===== src/hw/sdb_defines.svh =====
`ifndef SDB_DEFINES_SVH
`define SDB_DEFINES_SVH
`define SDB_OFS_DATA 16'h0015
`define SDB_OFS_BAUD 16'h0016
`define SDB_OFS_PSC 16'h0017
`define SDB_OFS_LINK 16'h0018
`define SDB_BAUD_TX_SEL 7
`define SDB_BAUD_RX_SEL 6
`define SDB_OVERSAMPLE 7'h40
`define SDB_FRAME_LEN 5'h1F
`define SDB_RX_BRK_BASE 5'h0B
`define SDB_TX_BRK_BASE 5'h0D
`define SDB_STATUS_LOAD_BIT 0
`endif


===== src/hw/sdb_pkg.sv =====
package sdb_pkg;
	typedef struct packed {
		logic [15:0] address;
		logic read;
		logic write;
		logic [31:0] writedata;
	} sdb_req_s;
	typedef struct packed {
		logic [31:0] readdata;
		logic waitrequest;
	} sdb_rsp_s;
	typedef struct packed {
		logic tx_break_sel;
		logic rx_break_sel;
		logic pad;
		logic [1:0] coarse;
		logic [2:0] rate;
	} sdb_baud_s;
	typedef struct packed {
		logic [2:0] integer_div;
		logic [4:0] frac;
	} sdb_psc_s;
	typedef enum logic [1:0] {
		SDB_IDLE,
		SDB_DONE
	} sdb_bus_e;
endpackage


===== src/hw/sdb_baud_gen.sv =====
`timescale 1ns/1ps
`default_nettype none
`include "sdb_defines.svh"
module sdb_baud_gen (
	input wire logic sys_clk,
	input wire logic nrst,
	input wire sdb_pkg::sdb_req_s bus_req,
	output sdb_pkg::sdb_rsp_s bus_rsp,
	input wire logic crystal_clock_tick,
	input wire logic baud_source_select,
	input wire logic char_len_select,
	input wire logic tx_take,
	output logic tx_valid,
	output logic [7:0] tx_byte_out,
	input wire logic rx_valid,
	input wire logic [7:0] rx_byte_in,
	output logic rx_ready,
	output logic bit_tick,
	output logic sample_tick,
	output logic [4:0] rx_break_bits,
	output logic [4:0] tx_break_bits,
	output logic lin_break_transmit_select,
	output logic lin_break_receive_select
);
	import sdb_pkg::*;

	typedef struct packed {
		sdb_rsp_s rsp;
		sdb_bus_e bus;
		sdb_baud_s baud;
		sdb_psc_s psc;
		logic [7:0] rx_byte;
		logic [1:0][7:0] txb;
		logic [1:0] txv;
		logic [3:0] coarse_cnt; // Must reach 12 for the divide by 13
		logic [3:0] int_cnt; // Must reach 8 when code 111 takes an insert
		logic frac_extra;
		logic [4:0] frame_cnt;
		logic [4:0] frac_acc;
		logic [6:0] rate_cnt;
		logic [5:0] os_cnt;
		logic bit_q;
		logic samp_q;
		logic tx_valid;
		logic [7:0] tx_out;
		logic rx_ready;
		logic [4:0] rxb;
		logic [4:0] txbk;
	} sdb_state_s;

	sdb_state_s s_q;
	sdb_state_s s_d;

	// Coarse prescaler code to terminal count (divisor minus one)
	function automatic logic [3:0] coarse_top(input logic [1:0] code);
		case (code)
			2'h0: coarse_top = 4'h0;
			2'h1: coarse_top = 4'h2;
			2'h2: coarse_top = 4'h3;
			default: coarse_top = 4'hC;
		endcase
	endfunction

	logic src_tick;
	logic [3:0] coarse_cnt4;
	logic pre_tick;
	logic int_tick;
	logic coarse_tick;
	logic [6:0] rate_top;
	logic acc_wrap;
	logic [5:0] acc_sum;

	// Source mux: bus clock is every cycle, crystal arrives as an enable
	assign src_tick = baud_source_select ? crystal_clock_tick : 1'b1;
	// Rate divisor is two to the code
	assign rate_top = 7'((8'h01 << s_q.baud.rate) - 8'h01);
	assign acc_sum = {1'b0, s_q.frac_acc} + {1'b0, s_q.psc.frac};
	assign acc_wrap = acc_sum[5];

	always_comb begin
		s_d = s_q;
		s_d.bit_q = 1'b0;
		s_d.samp_q = 1'b0;
		pre_tick = 1'b0;
		int_tick = 1'b0;
		coarse_tick = 1'b0;
		coarse_cnt4 = s_q.coarse_cnt;

		// Integer divisor stage with fractional insertion; 000 bypasses both
		if (src_tick) begin
			if (s_q.psc.integer_div == 3'h0) begin
				pre_tick = 1'b1;
			end else if (s_q.int_cnt < ({1'b0, s_q.psc.integer_div} + {3'h0, s_q.frac_extra})) begin
				// Compared in four bits so that 7 plus an insert does not wrap to 0
				s_d.int_cnt = 4'(s_q.int_cnt + 4'h1);
			end else begin
				pre_tick = 1'b1;
				s_d.int_cnt = 4'h0;
				// Accumulator spreads N inserts evenly over a 32-output frame
				s_d.frame_cnt = 5'(s_q.frame_cnt + 5'h01);
				s_d.frac_acc = acc_sum[4:0];
				s_d.frac_extra = acc_wrap;
				if (s_q.frame_cnt == `SDB_FRAME_LEN) begin
					s_d.frac_acc = 5'h00;
				end
			end
		end
		// Bypass drops any pending insert, so leaving bypass starts a clean frame
		if (s_q.psc.integer_div == 3'h0) begin
			s_d.int_cnt = 4'h0;
			s_d.frac_extra = 1'b0;
			s_d.frac_acc = 5'h00;
			s_d.frame_cnt = 5'h00;
		end
		// Coarse prescaler
		if (pre_tick) begin
			if (coarse_cnt4 >= coarse_top(s_q.baud.coarse)) begin
				s_d.coarse_cnt = 4'h0;
				coarse_tick = 1'b1;
			end else begin
				s_d.coarse_cnt = 4'(s_q.coarse_cnt + 4'h1);
			end
		end
		// Rate divisor, then 64x oversample shared by rx and tx
		if (coarse_tick) begin
			if (s_q.rate_cnt >= rate_top) begin
				s_d.rate_cnt = 7'h00;
				int_tick = 1'b1;
			end else begin
				s_d.rate_cnt = 7'(s_q.rate_cnt + 7'h01);
			end
		end
		if (int_tick) begin
			s_d.samp_q = s_q.os_cnt[3:0] == 4'hF;
			s_d.os_cnt = 6'(s_q.os_cnt + 6'h01);
			s_d.bit_q = s_q.os_cnt == 6'h3F;
		end

		// Break lengths: zero means normal operation
		s_d.rxb = s_q.baud.rx_break_sel ? 5'(`SDB_RX_BRK_BASE + {4'h0, char_len_select}) : 5'h00;
		s_d.txbk = s_q.baud.tx_break_sel ? 5'(`SDB_TX_BRK_BASE + {4'h0, char_len_select}) : 5'h00;

		// Two-entry transmit buffer; the shifter drains entry 0
		if (s_q.tx_valid && tx_take) begin
			s_d.txv = {1'b0, s_q.txv[1]};
			s_d.txb[0] = s_q.txb[1];
		end
		s_d.tx_valid = s_d.txv[0];
		s_d.tx_out = s_d.txb[0];
		// Receive holding byte, overwritten only by the receiver
		if (rx_valid && s_q.rx_ready) begin
			s_d.rx_byte = rx_byte_in;
		end
		s_d.rx_ready = 1'b1;

		// Avalon slave: one wait cycle, then answer
		s_d.rsp.waitrequest = 1'b1;
		case (s_q.bus)
			SDB_IDLE: begin
				if (bus_req.read || bus_req.write) begin
					s_d.bus = SDB_DONE;
					s_d.rsp.waitrequest = 1'b0;
					s_d.rsp.readdata = 32'h0;
					case (bus_req.address)
						`SDB_OFS_DATA: begin
							// Read side and write side are separate storage
							s_d.rsp.readdata = {24'h0, s_q.rx_byte};
							if (bus_req.write) begin
								if (!s_d.txv[0]) begin
									s_d.txv[0] = 1'b1;
									s_d.txb[0] = bus_req.writedata[7:0];
								end else if (!s_d.txv[1]) begin
									s_d.txv[1] = 1'b1;
									s_d.txb[1] = bus_req.writedata[7:0];
								end else begin
									// Full: stall the master until the shifter frees a slot
									s_d.bus = SDB_IDLE;
									s_d.rsp.waitrequest = 1'b1;
								end
							end
						end
						`SDB_OFS_BAUD: begin
							s_d.rsp.readdata = {24'h0, s_q.baud};
							if (bus_req.write) begin
								s_d.baud = bus_req.writedata[7:0];
								s_d.baud.pad = 1'h0;
							end
						end
						`SDB_OFS_PSC: begin
							s_d.rsp.readdata = {24'h0, s_q.psc};
							if (bus_req.write) begin
								s_d.psc = bus_req.writedata[7:0];
							end
						end
						`SDB_OFS_LINK: begin
							s_d.rsp.readdata = {30'h0, s_q.txv};
						end
						default: begin
							s_d.rsp.readdata = 32'h0;
						end
					endcase
				end
			end
			SDB_DONE: begin
				s_d.bus = SDB_IDLE;
			end
			default: begin
				s_d.bus = SDB_IDLE;
			end
		endcase
		s_d.tx_valid = s_d.txv[0];
		s_d.tx_out = s_d.txb[0];
	end

	// The receive byte and the transmit buffer bytes are deliberately left out of reset
	always_ff @(posedge sys_clk or negedge nrst) begin
		if (!nrst) begin
			s_q.rsp <= '{readdata: 32'h0, waitrequest: 1'b1};
			s_q.bus <= SDB_IDLE;
			s_q.baud <= 8'h00;
			s_q.psc <= 8'h00;
			s_q.txv <= 2'h0;
			s_q.coarse_cnt <= 4'h0;
			s_q.int_cnt <= 4'h0;
			s_q.frac_extra <= 1'b0;
			s_q.frame_cnt <= 5'h00;
			s_q.frac_acc <= 5'h00;
			s_q.rate_cnt <= 7'h00;
			s_q.os_cnt <= 6'h00;
			s_q.bit_q <= 1'b0;
			s_q.samp_q <= 1'b0;
			s_q.tx_valid <= 1'b0;
			s_q.tx_out <= 8'h00;
			s_q.rx_ready <= 1'b0;
			s_q.rxb <= 5'h00;
			s_q.txbk <= 5'h00;
		end else begin
			s_q <= s_d;
		end
	end

	assign bus_rsp = s_q.rsp;
	assign tx_valid = s_q.tx_valid;
	assign tx_byte_out = s_q.tx_out;
	assign rx_ready = s_q.rx_ready;
	assign bit_tick = s_q.bit_q;
	assign sample_tick = s_q.samp_q;
	assign rx_break_bits = s_q.rxb;
	assign tx_break_bits = s_q.txbk;
	assign lin_break_transmit_select = s_q.baud.tx_break_sel;
	assign lin_break_receive_select = s_q.baud.rx_break_sel;

	// Break length follows the select and character length
	a_rx_break_len: assert property (@(posedge sys_clk) disable iff (!nrst)
		s_q.baud.rx_break_sel |=> (rx_break_bits == 5'h0B || rx_break_bits == 5'h0C))
		else $error("rx break length wrong");
	a_tx_break_len: assert property (@(posedge sys_clk) disable iff (!nrst)
		(s_q.baud.tx_break_sel && !char_len_select) |=> tx_break_bits == 5'h0D)
		else $error("tx break length wrong");
	// Long character length lengthens the generated break by one bit
	a_tx_break_long: assert property (@(posedge sys_clk) disable iff (!nrst)
		(s_q.baud.tx_break_sel && char_len_select) |=> tx_break_bits == 5'h0E)
		else $error("long tx break length wrong");
	a_normal_mode: assert property (@(posedge sys_clk) disable iff (!nrst)
		(!s_q.baud.tx_break_sel && !s_q.baud.rx_break_sel)
		|=> (rx_break_bits == 5'h00 && tx_break_bits == 5'h00))
		else $error("break active in normal mode");
	// Receive select alone must not leak into the transmit length, nor the reverse
	a_rx_only_off: assert property (@(posedge sys_clk) disable iff (!nrst)
		!s_q.baud.rx_break_sel |=> rx_break_bits == 5'h00)
		else $error("rx break length without select");
	a_tx_only_off: assert property (@(posedge sys_clk) disable iff (!nrst)
		!s_q.baud.tx_break_sel |=> tx_break_bits == 5'h00)
		else $error("tx break length without select");
	a_both_modes: assert property (@(posedge sys_clk) disable iff (!nrst)
		(s_q.baud.tx_break_sel && s_q.baud.rx_break_sel && char_len_select)
		|=> (rx_break_bits == 5'h0C && tx_break_bits == 5'h0E))
		else $error("combined break lengths wrong");
	// Short character length with both selects gives the 11 and 13 pair
	a_both_short: assert property (@(posedge sys_clk) disable iff (!nrst)
		(s_q.baud.tx_break_sel && s_q.baud.rx_break_sel && !char_len_select)
		|=> (rx_break_bits == 5'h0B && tx_break_bits == 5'h0D))
		else $error("short combined break lengths wrong");
	// A register write lands in the cycle after the slave takes it
	a_baud_lands: assert property (@(posedge sys_clk) disable iff (!nrst)
		(s_q.bus == SDB_IDLE && bus_req.write && bus_req.address == `SDB_OFS_BAUD)
		|=> s_q.baud == $past({bus_req.writedata[7:6], 1'b0, bus_req.writedata[4:0]}))
		else $error("baud write lost");
	a_psc_lands: assert property (@(posedge sys_clk) disable iff (!nrst)
		(s_q.bus == SDB_IDLE && bus_req.write && bus_req.address == `SDB_OFS_PSC)
		|=> s_q.psc == $past(bus_req.writedata[7:0]))
		else $error("prescaler write lost");
	a_bypass_tick: assert property (@(posedge sys_clk) disable iff (!nrst)
		(s_q.psc.integer_div == 3'h0 && src_tick) |-> pre_tick)
		else $error("bypass did not pass clock");
	a_int_div: assert property (@(posedge sys_clk) disable iff (!nrst)
		(pre_tick && s_q.psc.integer_div != 3'h0) |-> ##1 !pre_tick)
		else $error("integer divisor too fast");
	a_coarse_one: assert property (@(posedge sys_clk) disable iff (!nrst)
		(s_q.baud.coarse == 2'h0 && pre_tick) |-> coarse_tick)
		else $error("coarse divide by one failed");
	a_rate_one: assert property (@(posedge sys_clk) disable iff (!nrst)
		(s_q.baud.rate == 3'h0 && coarse_tick) |-> int_tick)
		else $error("rate divide by one failed");
	// A zero fraction can never wrap the accumulator
	a_frac_zero: assert property (@(posedge sys_clk) disable iff (!nrst)
		(s_q.psc.frac == 5'h00 && pre_tick && s_q.psc.integer_div != 3'h0) |=> !s_q.frac_extra)
		else $error("insert without fraction");
	// Bypass must carry no leftover insert
	a_frac_bypass: assert property (@(posedge sys_clk) disable iff (!nrst)
		s_q.psc.integer_div == 3'h0 |=> !s_q.frac_extra)
		else $error("insert pending in bypass");
	// The end of a 32-output frame restarts the accumulator
	a_frame_wrap: assert property (@(posedge sys_clk) disable iff (!nrst)
		(s_q.frame_cnt == `SDB_FRAME_LEN && pre_tick && s_q.psc.integer_div != 3'h0)
		|=> s_q.frac_acc == 5'h00)
		else $error("frame accumulator not restarted");
	// Counters stay inside the longest divisor they serve
	a_int_cnt_max: assert property (@(posedge sys_clk) disable iff (!nrst)
		s_q.int_cnt <= 4'h8)
		else $error("integer counter overran");
	a_coarse_max: assert property (@(posedge sys_clk) disable iff (!nrst)
		s_q.coarse_cnt <= 4'hC)
		else $error("coarse counter overran");
	// Every bit tick is also a sample tick, and both are single pulses
	a_sample_bit: assert property (@(posedge sys_clk) disable iff (!nrst)
		bit_tick |-> sample_tick)
		else $error("bit tick without sample tick");
	a_bit_gap: assert property (@(posedge sys_clk) disable iff (!nrst)
		bit_tick |=> !bit_tick)
		else $error("bit tick longer than one cycle");
	a_sample_gap: assert property (@(posedge sys_clk) disable iff (!nrst)
		sample_tick |=> !sample_tick)
		else $error("sample tick longer than one cycle");
	a_os_wrap: assert property (@(posedge sys_clk) disable iff (!nrst)
		bit_tick |-> s_q.os_cnt == 6'h00)
		else $error("oversample count off at bit tick");
	// Receive path takes exactly what the receiver offered
	a_rx_take: assert property (@(posedge sys_clk) disable iff (!nrst)
		(rx_valid && rx_ready) |=> s_q.rx_byte == $past(rx_byte_in))
		else $error("receive byte not taken");
	a_data_hold: assert property (@(posedge sys_clk) disable iff (!nrst)
		!(rx_valid && rx_ready) |=> s_q.rx_byte === $past(s_q.rx_byte))
		else $error("receive byte changed without data");
	a_rx_ready_hold: assert property (@(posedge sys_clk) disable iff (!nrst)
		rx_ready |=> rx_ready)
		else $error("receive ready dropped");
	// A stalled shifter must see the same head byte until it takes it
	a_tx_head_hold: assert property (@(posedge sys_clk) disable iff (!nrst)
		(tx_valid && !tx_take) |=> (tx_valid && $stable(tx_byte_out)))
		else $error("transmit head changed while stalled");
	a_tx_second: assert property (@(posedge sys_clk) disable iff (!nrst)
		(tx_valid && tx_take && s_q.txv[1]) |=> tx_valid)
		else $error("second transmit entry lost");
	// A data write into a full buffer is held off, not dropped
	a_full_stall: assert property (@(posedge sys_clk) disable iff (!nrst)
		(s_q.bus == SDB_IDLE && bus_req.write && bus_req.address == `SDB_OFS_DATA
		&& s_q.txv == 2'h3 && !tx_take) |=> bus_rsp.waitrequest)
		else $error("write accepted into full buffer");
	// The answer stands one cycle and carries only the byte lane
	a_wait_one: assert property (@(posedge sys_clk) disable iff (!nrst)
		!bus_rsp.waitrequest |=> bus_rsp.waitrequest)
		else $error("answer stood longer than one cycle");
	a_readdata_hi: assert property (@(posedge sys_clk) disable iff (!nrst)
		!bus_rsp.waitrequest |-> bus_rsp.readdata[31:8] == 24'h000000)
		else $error("upper read data not zero");
endmodule
`default_nettype wire


===== config.mk =====
export PLATFORM = sky130hd
export DESIGN_NAME = sdb_baud_gen
export DESIGN_NICKNAME = d
export VERILOG_FILES = /design/src/hw/sdb_pkg.sv /design/src/hw/sdb_baud_gen.sv
export VERILOG_INCLUDE_DIRS = /design/src /design/src/hw
export SDC_FILE = /design/constraint.sdc
export NUM_CORES = 1
export LEC_CHECK = 0
export ABC_CLOCK_PERIOD_IN_PS = 4600
export BUFFER_PORTS_ARGS = -buffer_cell sky130_fd_sc_hd__buf_2
export CAP_MARGIN = 15
export CORE_MARGIN = 4
export CORE_UTILIZATION = 58
export DETAILED_ROUTE_END_ITERATION = 10
export GPL_TIMING_DRIVEN = 0
export PLACE_DENSITY = 0.85
export REMOVE_ABC_BUFFERS = 1
export SLEW_MARGIN = 20
export SYNTH_ARGS = -nofsm -noshare
export SYNTH_HDL_FRONTEND = slang
export SYNTH_SLANG_ARGS = --single-unit

===== constraint.sdc =====
create_clock -name sys_clk -period 4.6 [get_ports sys_clk]
set_input_delay 0.46 -clock sys_clk [delete_from_list [all_inputs] [get_ports sys_clk]]
set_output_delay 0.46 -clock sys_clk [all_outputs]
set_load 0.02 [all_outputs]

==> impl_results.md, run 1 <==
* Initial Util at 0.595
* # diodes at 0
* Pint at 1.21 mW
* Pre-CTS setup slack at 0.898 ns
* RR Endpoint: s_q[23]$_DFFE_PN0P_
* Switching share of power at 0.271
* Critical path arrival at 3.62 ns
* Pwr dens at 300 nW/um2
* Routability congestion estimate at 0.781
* FILL cells at 653
* Worst Path Required at 4.86 ns
* Kind of start point of the critical path: flip-flop
* Switching pwr at 0.451 mW
* VDD IR max at 0.000167 V
* Final Worst Setup Slack at 1.24 ns
* Die Ht at 102 um
* Clk_lat worst skew at 0.37 ns
* Number of DRC markers in iteration 0 at 152
* DR vias at 3,523
* Final Routed Wirelength at 9.97 mm
* Fin crit period at 3.36 ns
* FF+latch area at 2620 um2
* Critical path startpoint: s_q[85]$_DFFE_PN0P_
* Outcome: complete, no violations
* Flop-to-flop setup slack at 1.24 ns
* Slew Limit Headroom at 0.466
* Critical path class: flip-flop to flip-flop
* Post-route cell area at 5550 um2
* # rows at 34
* RSZ-0062 raised after global routing: false
* First-pass GRT wire length at 15.9 mm
* Die Width at 102 um
* GRT overflow at 0
* Clock network power share at 0.314
* Kind of end point of the critical path: flip-flop
* Fin Setup TNS at 0 ns
* Most used DFF post-synth: dfrtp_1
* HPWL Detailed at 7.45 mm
* CP Max Fanout at 12
* Leading cell type in the layout, fill and taps excluded: dfrtp_1
* Clock tree buffer depth at 2
* Synthesized flop and latch total at 100
* Worst-path clk slew at 0.11 ns
* Sequential share of power at 0.589
* Slew Limit Fails at 0
* Ys Warns at 0
* FMAX at 298 MHz
* I/O pin cnt at 122
* Initial antenna violation count at 0
* Multi-input gate area at 2180 um2
* Post-synth EDFFs at 24
* Max-cap viol count at 0
* Total clock sinks at 100
* Hold crit path type: primary input to flip-flop
* Core ar. at 8680 um2
* Antenna violation net count after detailed routing at 0
* Final Skew at 0.0131 ns
* Vias/cell at 5.64
* R2R depth at 9
* H-tree levels at 3
* Wire per inst at 15.9 um
* Nets at 608
* Fin. Hold Viols at 0
* All-Layer GR Usage at 0.196
* Final worst-path cycle share at 0.730
* Crit path to: s_q[23]$_DFFE_PN0P_
* Post-DP Area at 5340 um2
* Synthesized area per cell at 11.0 um2
* Synthesized instance count at 468
* Final setup viols at 0
* Drt pass-1 iters at 6
* CTS tree: yes
* Total CTS buffers at 9
* FF-to-FF Start: s_q[85]$_DFFE_PN0P_
* Post-synthesis cell type count at 54
* Leak Pwr at 2.73 nW
* Vias in the first global route at 3,309
* Sequential area share after synthesis at 0.508
* Async S/R FF share, synth at 0.760
* Ratio of cells with drive above 1 in the final layout at 0.226
* Root Driver: clkbuf_8
* Most frequent cells in the layout: dfrtp_1, buf_2, nand2_1
* Synth-to-Final Area Change at 7.52%
* Die Area at 10,500 um2
* Combinational Power Share at 0.096
* Pin count of the biggest net entering global routing at 61
* Port Buf Inserts at 71
* Mapped cell area at 5160 um2
* DRC at 0
* Tightest Pin Transition at 0.792 ns
## area by class of cell
type,count,area share
Sequential cell,100,0.473
Clock buffer,9,0.0223
Timing Repair Buffer,73,0.0713
Multi-Input combinational cell,320,0.393
Inverter,8,0.00541
Clock inverter,7,0.0104
Tap cell,108,0.0244
## cell families after synthesis
group                    count (synthesis)  synth area share
AO/OA/AOI/OAI                           80            0.0994
XOR/XNOR                                12            0.0204
adder cells (fa/ha/maj)                 31            0.0766
buffers and inverters                   73            0.0909
flip-flops                             100             0.508
multiplexers                            25            0.0526
other                                    2           0.00146
AND/OR/NAND/NOR                        145             0.150
## cells in the mapped netlist, types with 4 or more instances
cell,instances,area share
nor3_1,7,0.0068
mux2i_1,8,0.016
nor2_1,19,0.014
dfrtp_1,75,0.36
a22o_1,8,0.014
nand4_1,4,0.0048
nand2b_1,9,0.011
and3_1,6,0.0073
mux2_2,17,0.037
xnor2_1,6,0.010
ha_1,30,0.073
a21oi_1,18,0.017
clkbuf_1,10,0.0073
edfxtp_1,24,0.14
nor4_1,4,0.0048
a222oi_1,5,0.0097
nand3_1,20,0.019
nor2b_1,7,0.0085
inv_1,8,0.0058
buf_4,51,0.074
o21ai_0,29,0.028
nand2_1,46,0.033
xor2_1,6,0.010
## worst min path at each step
stage	from	end	slack (ns)	depth (start not counted)
final	rx_byte_in[0]	s_q[72]$_DFFE_PP_	0.27	1
after global routing	rx_byte_in[2]	s_q[74]$_DFFE_PP_	0.25	1
after CTS	rx_byte_in[2]	s_q[74]$_DFFE_PP_	0.25	1
after detailed placement	nrst	tx_byte_out[7]$_DFF_PN0_	0.41	1
after global placement	lin_break_transmit_select$_DFFE_PN0P_	tx_break_bits[2]$_DFF_PN0_	0.46	0
after floorplan	nrst	bit_tick$_DFF_PN0_	0.16	0
## flip-flops by register name, summed over array words and instances (netlist names)
signal,cells
rx_ready,1
tx_break_bits,3
lin_break_receive_select,1
bit_tick,1
rx_break_bits,3
bus_rsp,9
lin_break_transmit_select,1
tx_byte_out,8
sample_tick,1
s_q,68
coarse_cnt4,4
## worst max-delay path, stage by stage (launching register included)
cell and delay (ns):
dfrtp_1 0.45, ha_1 0.23, ha_1 0.20, xnor2_1 0.13, ha_1 0.29, o211ai_1 0.07, o211ai_1 0.66, nand4_1 0.54
nor2_1 0.32, mux2_2 0.36
## power groups by stage
stage | combinational (mW) | sequential, mW | clock (mW)
3_3_place_gp | 0.150 | 0.997 | 0
4_1_cts | 0.162 | 0.982 | 0.534
2_1_floorplan | 0.0863 | 1.00 | 0
6_report | 0.160 | 0.982 | 0.523
3_5_place_dp | 0.160 | 1.00 | 0
5_1_grt | 0.181 | 0.988 | 0.567
## per-stage QoR
step                      instances  hold WS [ns]  power, mW  utilization
after floorplan                 428         0.164       1.09            -
after global placement          607         0.457       1.15        0.611
after detailed placement        608         0.408       1.16        0.615
after CTS                       625         0.254       1.68        0.637
after global routing            625         0.252       1.74        0.639
final                           625         0.267       1.67        0.639
## per-layer routing
metal / part of all wire / vias up / routed length [um] / global-route usage
li1: - / 1686 / - / -
met1: 0.43 / 1709 / 4300 / 0.264
met2: 0.49 / 111 / 4860 / 0.319
met3: 0.059 / 17 / 587 / 0.0300
met4: 0.022 / 0 / 221 / 0.0777
met5: 0 / - / 0 / 0
## timing repair
| action | CTS | global route |
|---|---|---|
| hold buffers | 1 | 0 |
| endpoints found under the setup margin | 0 | 0 |
| endpoints found under the hold margin | 5 | 0 |
| buffers inserted | 0 | 0 |
| gates resized for setup | 0 | 0 |
(Power assumes the default switching activity.)
==> inputs of run 2 (changes only) <==
--- a/config.mk
+++ b/config.mk
@@ -6,14 +6,14 @@
 export SDC_FILE = /design/constraint.sdc
 export NUM_CORES = 1
 export LEC_CHECK = 0
-export ABC_CLOCK_PERIOD_IN_PS = 4600
+export ABC_CLOCK_PERIOD_IN_PS = 2800
 export BUFFER_PORTS_ARGS = -buffer_cell sky130_fd_sc_hd__buf_2
 export CAP_MARGIN = 15
 export CORE_MARGIN = 4
-export CORE_UTILIZATION = 58
+export CORE_UTILIZATION = 49
 export DETAILED_ROUTE_END_ITERATION = 10
 export GPL_TIMING_DRIVEN = 0
-export PLACE_DENSITY = 0.85
+export PLACE_DENSITY = 0.77
 export REMOVE_ABC_BUFFERS = 1
 export SLEW_MARGIN = 20
 export SYNTH_ARGS = -nofsm -noshare
==> constraint.sdc (replaced) <==
create_clock -name sys_clk -period 2.8 [get_ports sys_clk]
set_input_delay 0.28 -clock sys_clk [delete_from_list [all_inputs] [get_ports sys_clk]]
set_output_delay 0.28 -clock sys_clk [all_outputs]
set_load 0.02 [all_outputs]
==> impl_results.md, run 2 (same netlist as run 1, synthesis figures left out) <==
* Synth-to-Final Area Change at 12.2%
* Critical path arrival at 3.04 ns
* Total clock sinks at 100
* First-pass GRT wire length at 16.9 mm
* Die Area at 12,200 um2
* Kind of end point of the critical path: flip-flop
* Kind of start point of the critical path: flip-flop
* CTS tree: yes
* Outcome: complete, no violations
* Vias in the first global route at 3,494
* Max layer used: met4
* Drt pass-1 iters at 4
* Final setup viols at 0
* Slew Limit Fails at 0
* Fin crit period at 2.80 ns
* Worst Path Required at 3.05 ns
* FF+latch area at 2630 um2
* Final hold slack at 0.0894 ns
* Antenna violation net count after detailed routing at 0
* Routed length on met3 at 686 um
* H-tree levels at 3
* Die Width at 111 um
* Wire per inst at 15.4 um
* Port Buf Inserts at 71
* Max FFs per register at 68
* Initial antenna violation count at 0
* Ratio of cells with drive above 1 in the final layout at 0.275
* Fin Setup TNS at 0 ns
* Number of DRC markers in iteration 0 at 203
* Routability congestion estimate at 0.773
* Root Driver: clkbuf_8
* Post-DP Area at 5380 um2
* Final Non-Filler Cells at 666
* Max-cap viol count at 0
* Core ar. at 10,300 um2
* Post-route cell area at 5790 um2
* Hold crit path type: primary input to flip-flop
* RSZ-0062 raised after global routing: true
* Slew Limit Headroom at 0.486
* Pwr dens at 474 nW/um2
* Final worst-path cycle share at 0.998
* Final Routed Wirelength at 10.2 mm
* Leading cell type in the layout, fill and taps excluded: dfrtp_1
* GRT overflow at 0
* HPWL Detailed at 7.36 mm
* All-Layer GR Usage at 0.169
* Most frequent cells in the layout: dfrtp_1, buf_2, nand2_1
* Inst Count DP at 636
* Tightest Pin Transition at 0.766 ns
* Vias/cell at 5.40
* Initial Util at 0.502
* Critical path class: flip-flop to flip-flop
* Worst-path clk slew at 0.10 ns
* FMAX at 358 MHz
* I/O pin cnt at 122
* Met1 Routed Length at 4.29 mm
* Final Skew at 0.0129 ns
* Pin count of the biggest net entering global routing at 49
* Die Ht at 111 um
* # rows at 37
* CP Max Fanout at 7
* Clk_lat worst skew at 0.36 ns
* Total CTS buffers at 9
* VDD IR max at 0.000253 V
* Nets at 621
* DR vias at 3,597
* Clock tree buffer depth at 2
* Multi-input gate area at 2290 um2
* Post-layout util at 0.563
* FILL cells at 876
* Top reg by flops: s_q
* # diodes at 0
* Leak Pwr at 2.81 nW
* Routed wl met2 at 5.12 mm
* DRC at 0
* Fin. Hold Viols at 0
run 2: routing by layer:
layer / up-vias / track usage
li1: 1714 / -
met1: 1762 / 0.216
met2: 111 / 0.282
met3: 10 / 0.0460
met4: 0 / 0.0509
met5: - / 0
run 2: repair_timing:
action	4_1_cts	5_1_grt
endpoints found under the hold margin	35	0
gates resized for setup	14	10
hold buffers	1	0
endpoints found under the setup margin	41	21
pin swaps	1	12
setup buffers	8	5
run 2: critical path, cell delays in order (launching register included):
cell	delay, ns
dfrtp_2	0.47
or3_4	0.37
ha_4	0.19
nor3_2	0.11
a21oi_1	0.06
o21a_1	0.22
ha_4	0.28
nand4_1	0.14
o221a_4	0.38
nor2_4	0.12
mux2_2	0.34
run 2: power by group:
| group | switching, mW | leakage (nW) | total, mW | internal [mW] |
|---|---|---|---|---|
| Clock | 0.514 | 0.0808 | 0.846 | 0.331 |
| Sequential | 0.0504 | 1.24 | 1.61 | 1.56 |
| Combinational | 0.177 | 1.48 | 0.284 | 0.107 |
run 2: area by class of cell:
class | count | area share
inverters | 8 | 0.00519
clock inverters | 6 | 0.00821
multi-input cells | 320 | 0.396
well taps | 136 | 0.0294
flip-flops and latches | 100 | 0.454
clock buffers | 10 | 0.0220
repair buffers | 86 | 0.0858
run 2: per-stage QoR:
stage	setup slack (ns)	total power [mW]
6_report	0.00427	2.74
5_1_grt	-0.125	2.87
4_1_cts	-0.0707	2.75
3_5_place_dp	-0.697	1.91
3_3_place_gp	-0.522	1.88
2_1_floorplan	-0.0375	1.79
run 2: worst paths after layout:
check,start,to,slack (ns),depth (start not counted)
min in group asynchronous,nrst,s_q[96]$_DFFE_PN0P_,0.41,2
min,char_len_select,rx_break_bits[1]$_DFF_PN0_,0.09,2
max reg2reg,s_q[88]$_DFFE_PN0P_,s_q[23]$_DFFE_PN0P_,0.004,10
max,s_q[88]$_DFFE_PN0P_,s_q[23]$_DFFE_PN0P_,0.004,10
min reg2reg,s_q[27]$_DFFE_PN0P_,s_q[27]$_DFFE_PN0P_,0.48,1
max in group asynchronous,nrst,s_q[89]$_DFFE_PN0P_,1.77,3
==> inputs of run 3 (changes only) <==
--- a/config.mk
+++ b/config.mk
@@ -6,11 +6,12 @@
 export SDC_FILE = /design/constraint.sdc
 export NUM_CORES = 1
 export LEC_CHECK = 0
+export ABC_AREA = 1
 export ABC_CLOCK_PERIOD_IN_PS = 2800
 export BUFFER_PORTS_ARGS = -buffer_cell sky130_fd_sc_hd__buf_2
 export CAP_MARGIN = 15
 export CORE_MARGIN = 4
-export CORE_UTILIZATION = 49
+export CORE_UTILIZATION = 50
 export DETAILED_ROUTE_END_ITERATION = 10
 export GPL_TIMING_DRIVEN = 0
 export PLACE_DENSITY = 0.77
==> impl_results.md, run 3 <==
* Critical path class: flip-flop to flip-flop
* Sequential area share after synthesis at 0.466
* Pwr dens at 577 nW/um2
* Tightest Pin Transition at 0.755 ns
* Final Worst Setup Slack at 0.307 ns
* Synthesized flop and latch total at 100
* Synthesized area per cell at 8.70 um2
* FF-to-FF Start: s_q[96]$_DFFE_PN0P_
* R2R depth at 5
* Post-synth EDFFs at 24
* I/O pin cnt at 122
* Pin count of the biggest net entering global routing at 50
* Worst Path Required at 2.77 ns
* Core ar. at 10,900 um2
* Fin. Hold Viols at 0
* Wire per inst at 13.1 um
* CP Cell Sequence: inv_1, o21ai_1, clkinv_1, nand4_1, nor2_1
* Post-synth top area cell: dfrtp_1
* CP max stage cell: nor2_1
* Final Routed Wirelength at 11.0 mm
* # rows at 38
* Number of DRC markers in iteration 0 at 231
* CP Max Fanout at 13
* Critical path arrival at 2.47 ns
* Synth-to-Final Area Change at 8.98%
* Kind of start point of the critical path: flip-flop
* Most frequent cells in the layout: nand2_1, dfrtp_1, buf_2
* First-pass GRT wire length at 18.9 mm
* Clock tree buffer depth at 2
* FMAX at 401 MHz
* CTS tree: yes
* Ratio of cells with drive above 1 in the final layout at 0.180
* Fin crit period at 2.49 ns
* Max-cap viol count at 0
* Count leader, synth: nand2_1
* Slew Limit Fails at 0
* # diodes at 0
* Antenna violation net count after detailed routing at 0
* HP Start: rx_byte_in[1]
* Routability congestion estimate at 0.861
* Post-synthesis cell type count at 40
* Final worst-path cycle share at 0.890
* Vias/cell at 5.05
* GRT overflow at 0
* Top reg by flops: s_q
* FILL cells at 958
* RR Endpoint: s_q[67]$_DFFE_PP_
* Flop-to-flop setup slack at 0.31 ns
* Max FFs per register at 68
* Root Driver: clkbuf_16
* Critical Path Max Stage Delay at 0.53 ns
* Leak Pwr at 3.25 nW
* Worst-path clk slew at 0.07 ns
* Slew Limit Headroom at 0.493
* Port Buf Inserts at 71
* Worst Hold End: s_q[73]$_DFFE_PP_
* Final setup viols at 0
* Post-layout util at 0.561
* Fin Setup TNS at 0 ns
* Async S/R FF share, synth at 0.760
* Clk_lat worst skew at 0.34 ns
* Vias in the first global route at 4,157
* Post-synth top area share at 0.333
* Ys Warns at 0
* Outcome: complete, no violations
* Post-CTS setup buffer count at 0
* H-tree levels at 3
* All-Layer GR Usage at 0.179
* Total clock sinks at 100
* Die Area at 13,000 um2
* DR vias at 4,234
* Post-DP Area at 5820 um2
* Pre-CTS setup slack at 0.233 ns
* Kind of end point of the critical path: flip-flop
* Synthesized instance count at 647
* Top post-synthesis cells by area: dfrtp_1, nand2_1, edfxtp_1
* HPWL Detailed at 8.28 mm
* Hold crit path type: primary input to flip-flop
* RSZ-0062 raised after global routing: false
* Total CTS buffers at 9
* VDD IR max at 0.000376 V
* Initial antenna violation count at 0
* Synth cell count leaders: nand2_1, dfrtp_1, inv_1, buf_4, nand3_1
* Most used DFF post-synth: dfrtp_1
* Leading cell type in the layout, fill and taps excluded: nand2_1
* Mapped cell area at 5630 um2
* Post-route cell area at 6130 um2
* Nets at 790
* DRC at 0
* Initial Util at 0.515
* Hold path depth at 1
* Final Skew at 0.00504 ns
* Drt pass-1 iters at 5
* Pwr Total at 3.54 mW
* Die Ht at 114 um
* Die Width at 114 um
==> run 3: cell types whose count changed after synthesis, moves of 9 or more <==
cell      before  now
mux2_2        17    0
nand2b_1       9    0
o21ai_2        0   11
nand2_1       46  197
inv_1          8   58
nor2_1        19   32
nand3_1       20   46
==> run 3: cell type report <==
| type | count | area, um2 | share of cell area |
|---|---|---|---|
| clock buffers | 10 | 229 | 0.0373 |
| inverters | 65 | 246 | 0.0402 |
| multi-input cells | 445 | 2400 | 0.391 |
| clock inverters | 6 | 63.8 | 0.0104 |
| repair buffers | 73 | 395 | 0.0645 |
| well taps | 140 | 175 | 0.0286 |
| flip-flops and latches | 100 | 2630 | 0.428 |
==> run 3: report_power, final <==
group	internal (mW)	switching, mW
clock	0.693	0.533
combinational	0.211	0.422
sequential	1.60	0.0800
total	2.51	1.03
==> run 3: worst max-delay path by stage <==
stage	startpoint	end	slack (ns)	depth (start not counted)
2_1_floorplan	s_q[89]$_DFFE_PN0P_	s_q[23]$_DFFE_PN0P_	0.60	16
3_3_place_gp	nrst	s_q[68]$_DFFE_PP_	-0.008	3
3_5_place_dp	bus_req[47]	s_q[68]$_DFFE_PP_	0.23	8
4_1_cts	s_q[90]$_DFFE_PN0P_	s_q[23]$_DFFE_PN0P_	0.24	16
5_1_grt	s_q[89]$_DFFE_PN0P_	s_q[27]$_DFFE_PN0P_	0.004	16
6_report	s_q[96]$_DFFE_PN0P_	s_q[67]$_DFFE_PP_	0.31	5
==> run 3: layer usage <==
metal / global-route usage / vias up / share of wire
li1: - / 2101 / -
met1: 0.227 / 1955 / 0.44
met2: 0.306 / 164 / 0.48
met3: 0.0402 / 14 / 0.076
met4: 0.0562 / 0 / 0.011
met5: 0 / - / 0
==> run 3: cells by family (layout without fill, tap and decap cells) <==
family | Yosys count | in the layout | share of synthesized area
xor+xnor | 17 | 17 | 0.0265
fa+ha+maj | 31 | 31 | 0.0703
compound gates | 58 | 58 | 0.0605
flops | 100 | 100 | 0.466
buf+inv | 127 | 154 | 0.125
other cells | 2 | 27 | 0.00133
simple gates | 312 | 312 | 0.251
==> run 3: metrics by stage <==
step / std cells / hold WS, ns
2_1_floorplan: 610 / -0.0156
3_3_place_gp: 821 / 0.460
3_5_place_dp: 822 / 0.286
4_1_cts: 839 / 0.102
5_1_grt: 839 / 0.104
6_report: 839 / 0.113
==> run 3: critical path, delay by kind of cell (launching register included) <==
kind / cells / cell delay, ns
buffers and inverters: 2 / 0.68
AND/OR/NAND/NOR: 2 / 0.65
AO/OA/AOI/OAI: 1 / 0.42
flip-flops: 1 / 0.37
==> run 3: timing repair <==
item	CTS	global route
endpoints found under the setup margin	0	11
hold buffers	1	0
hold endpoints to repair	28	0
gates resized for setup	0	3
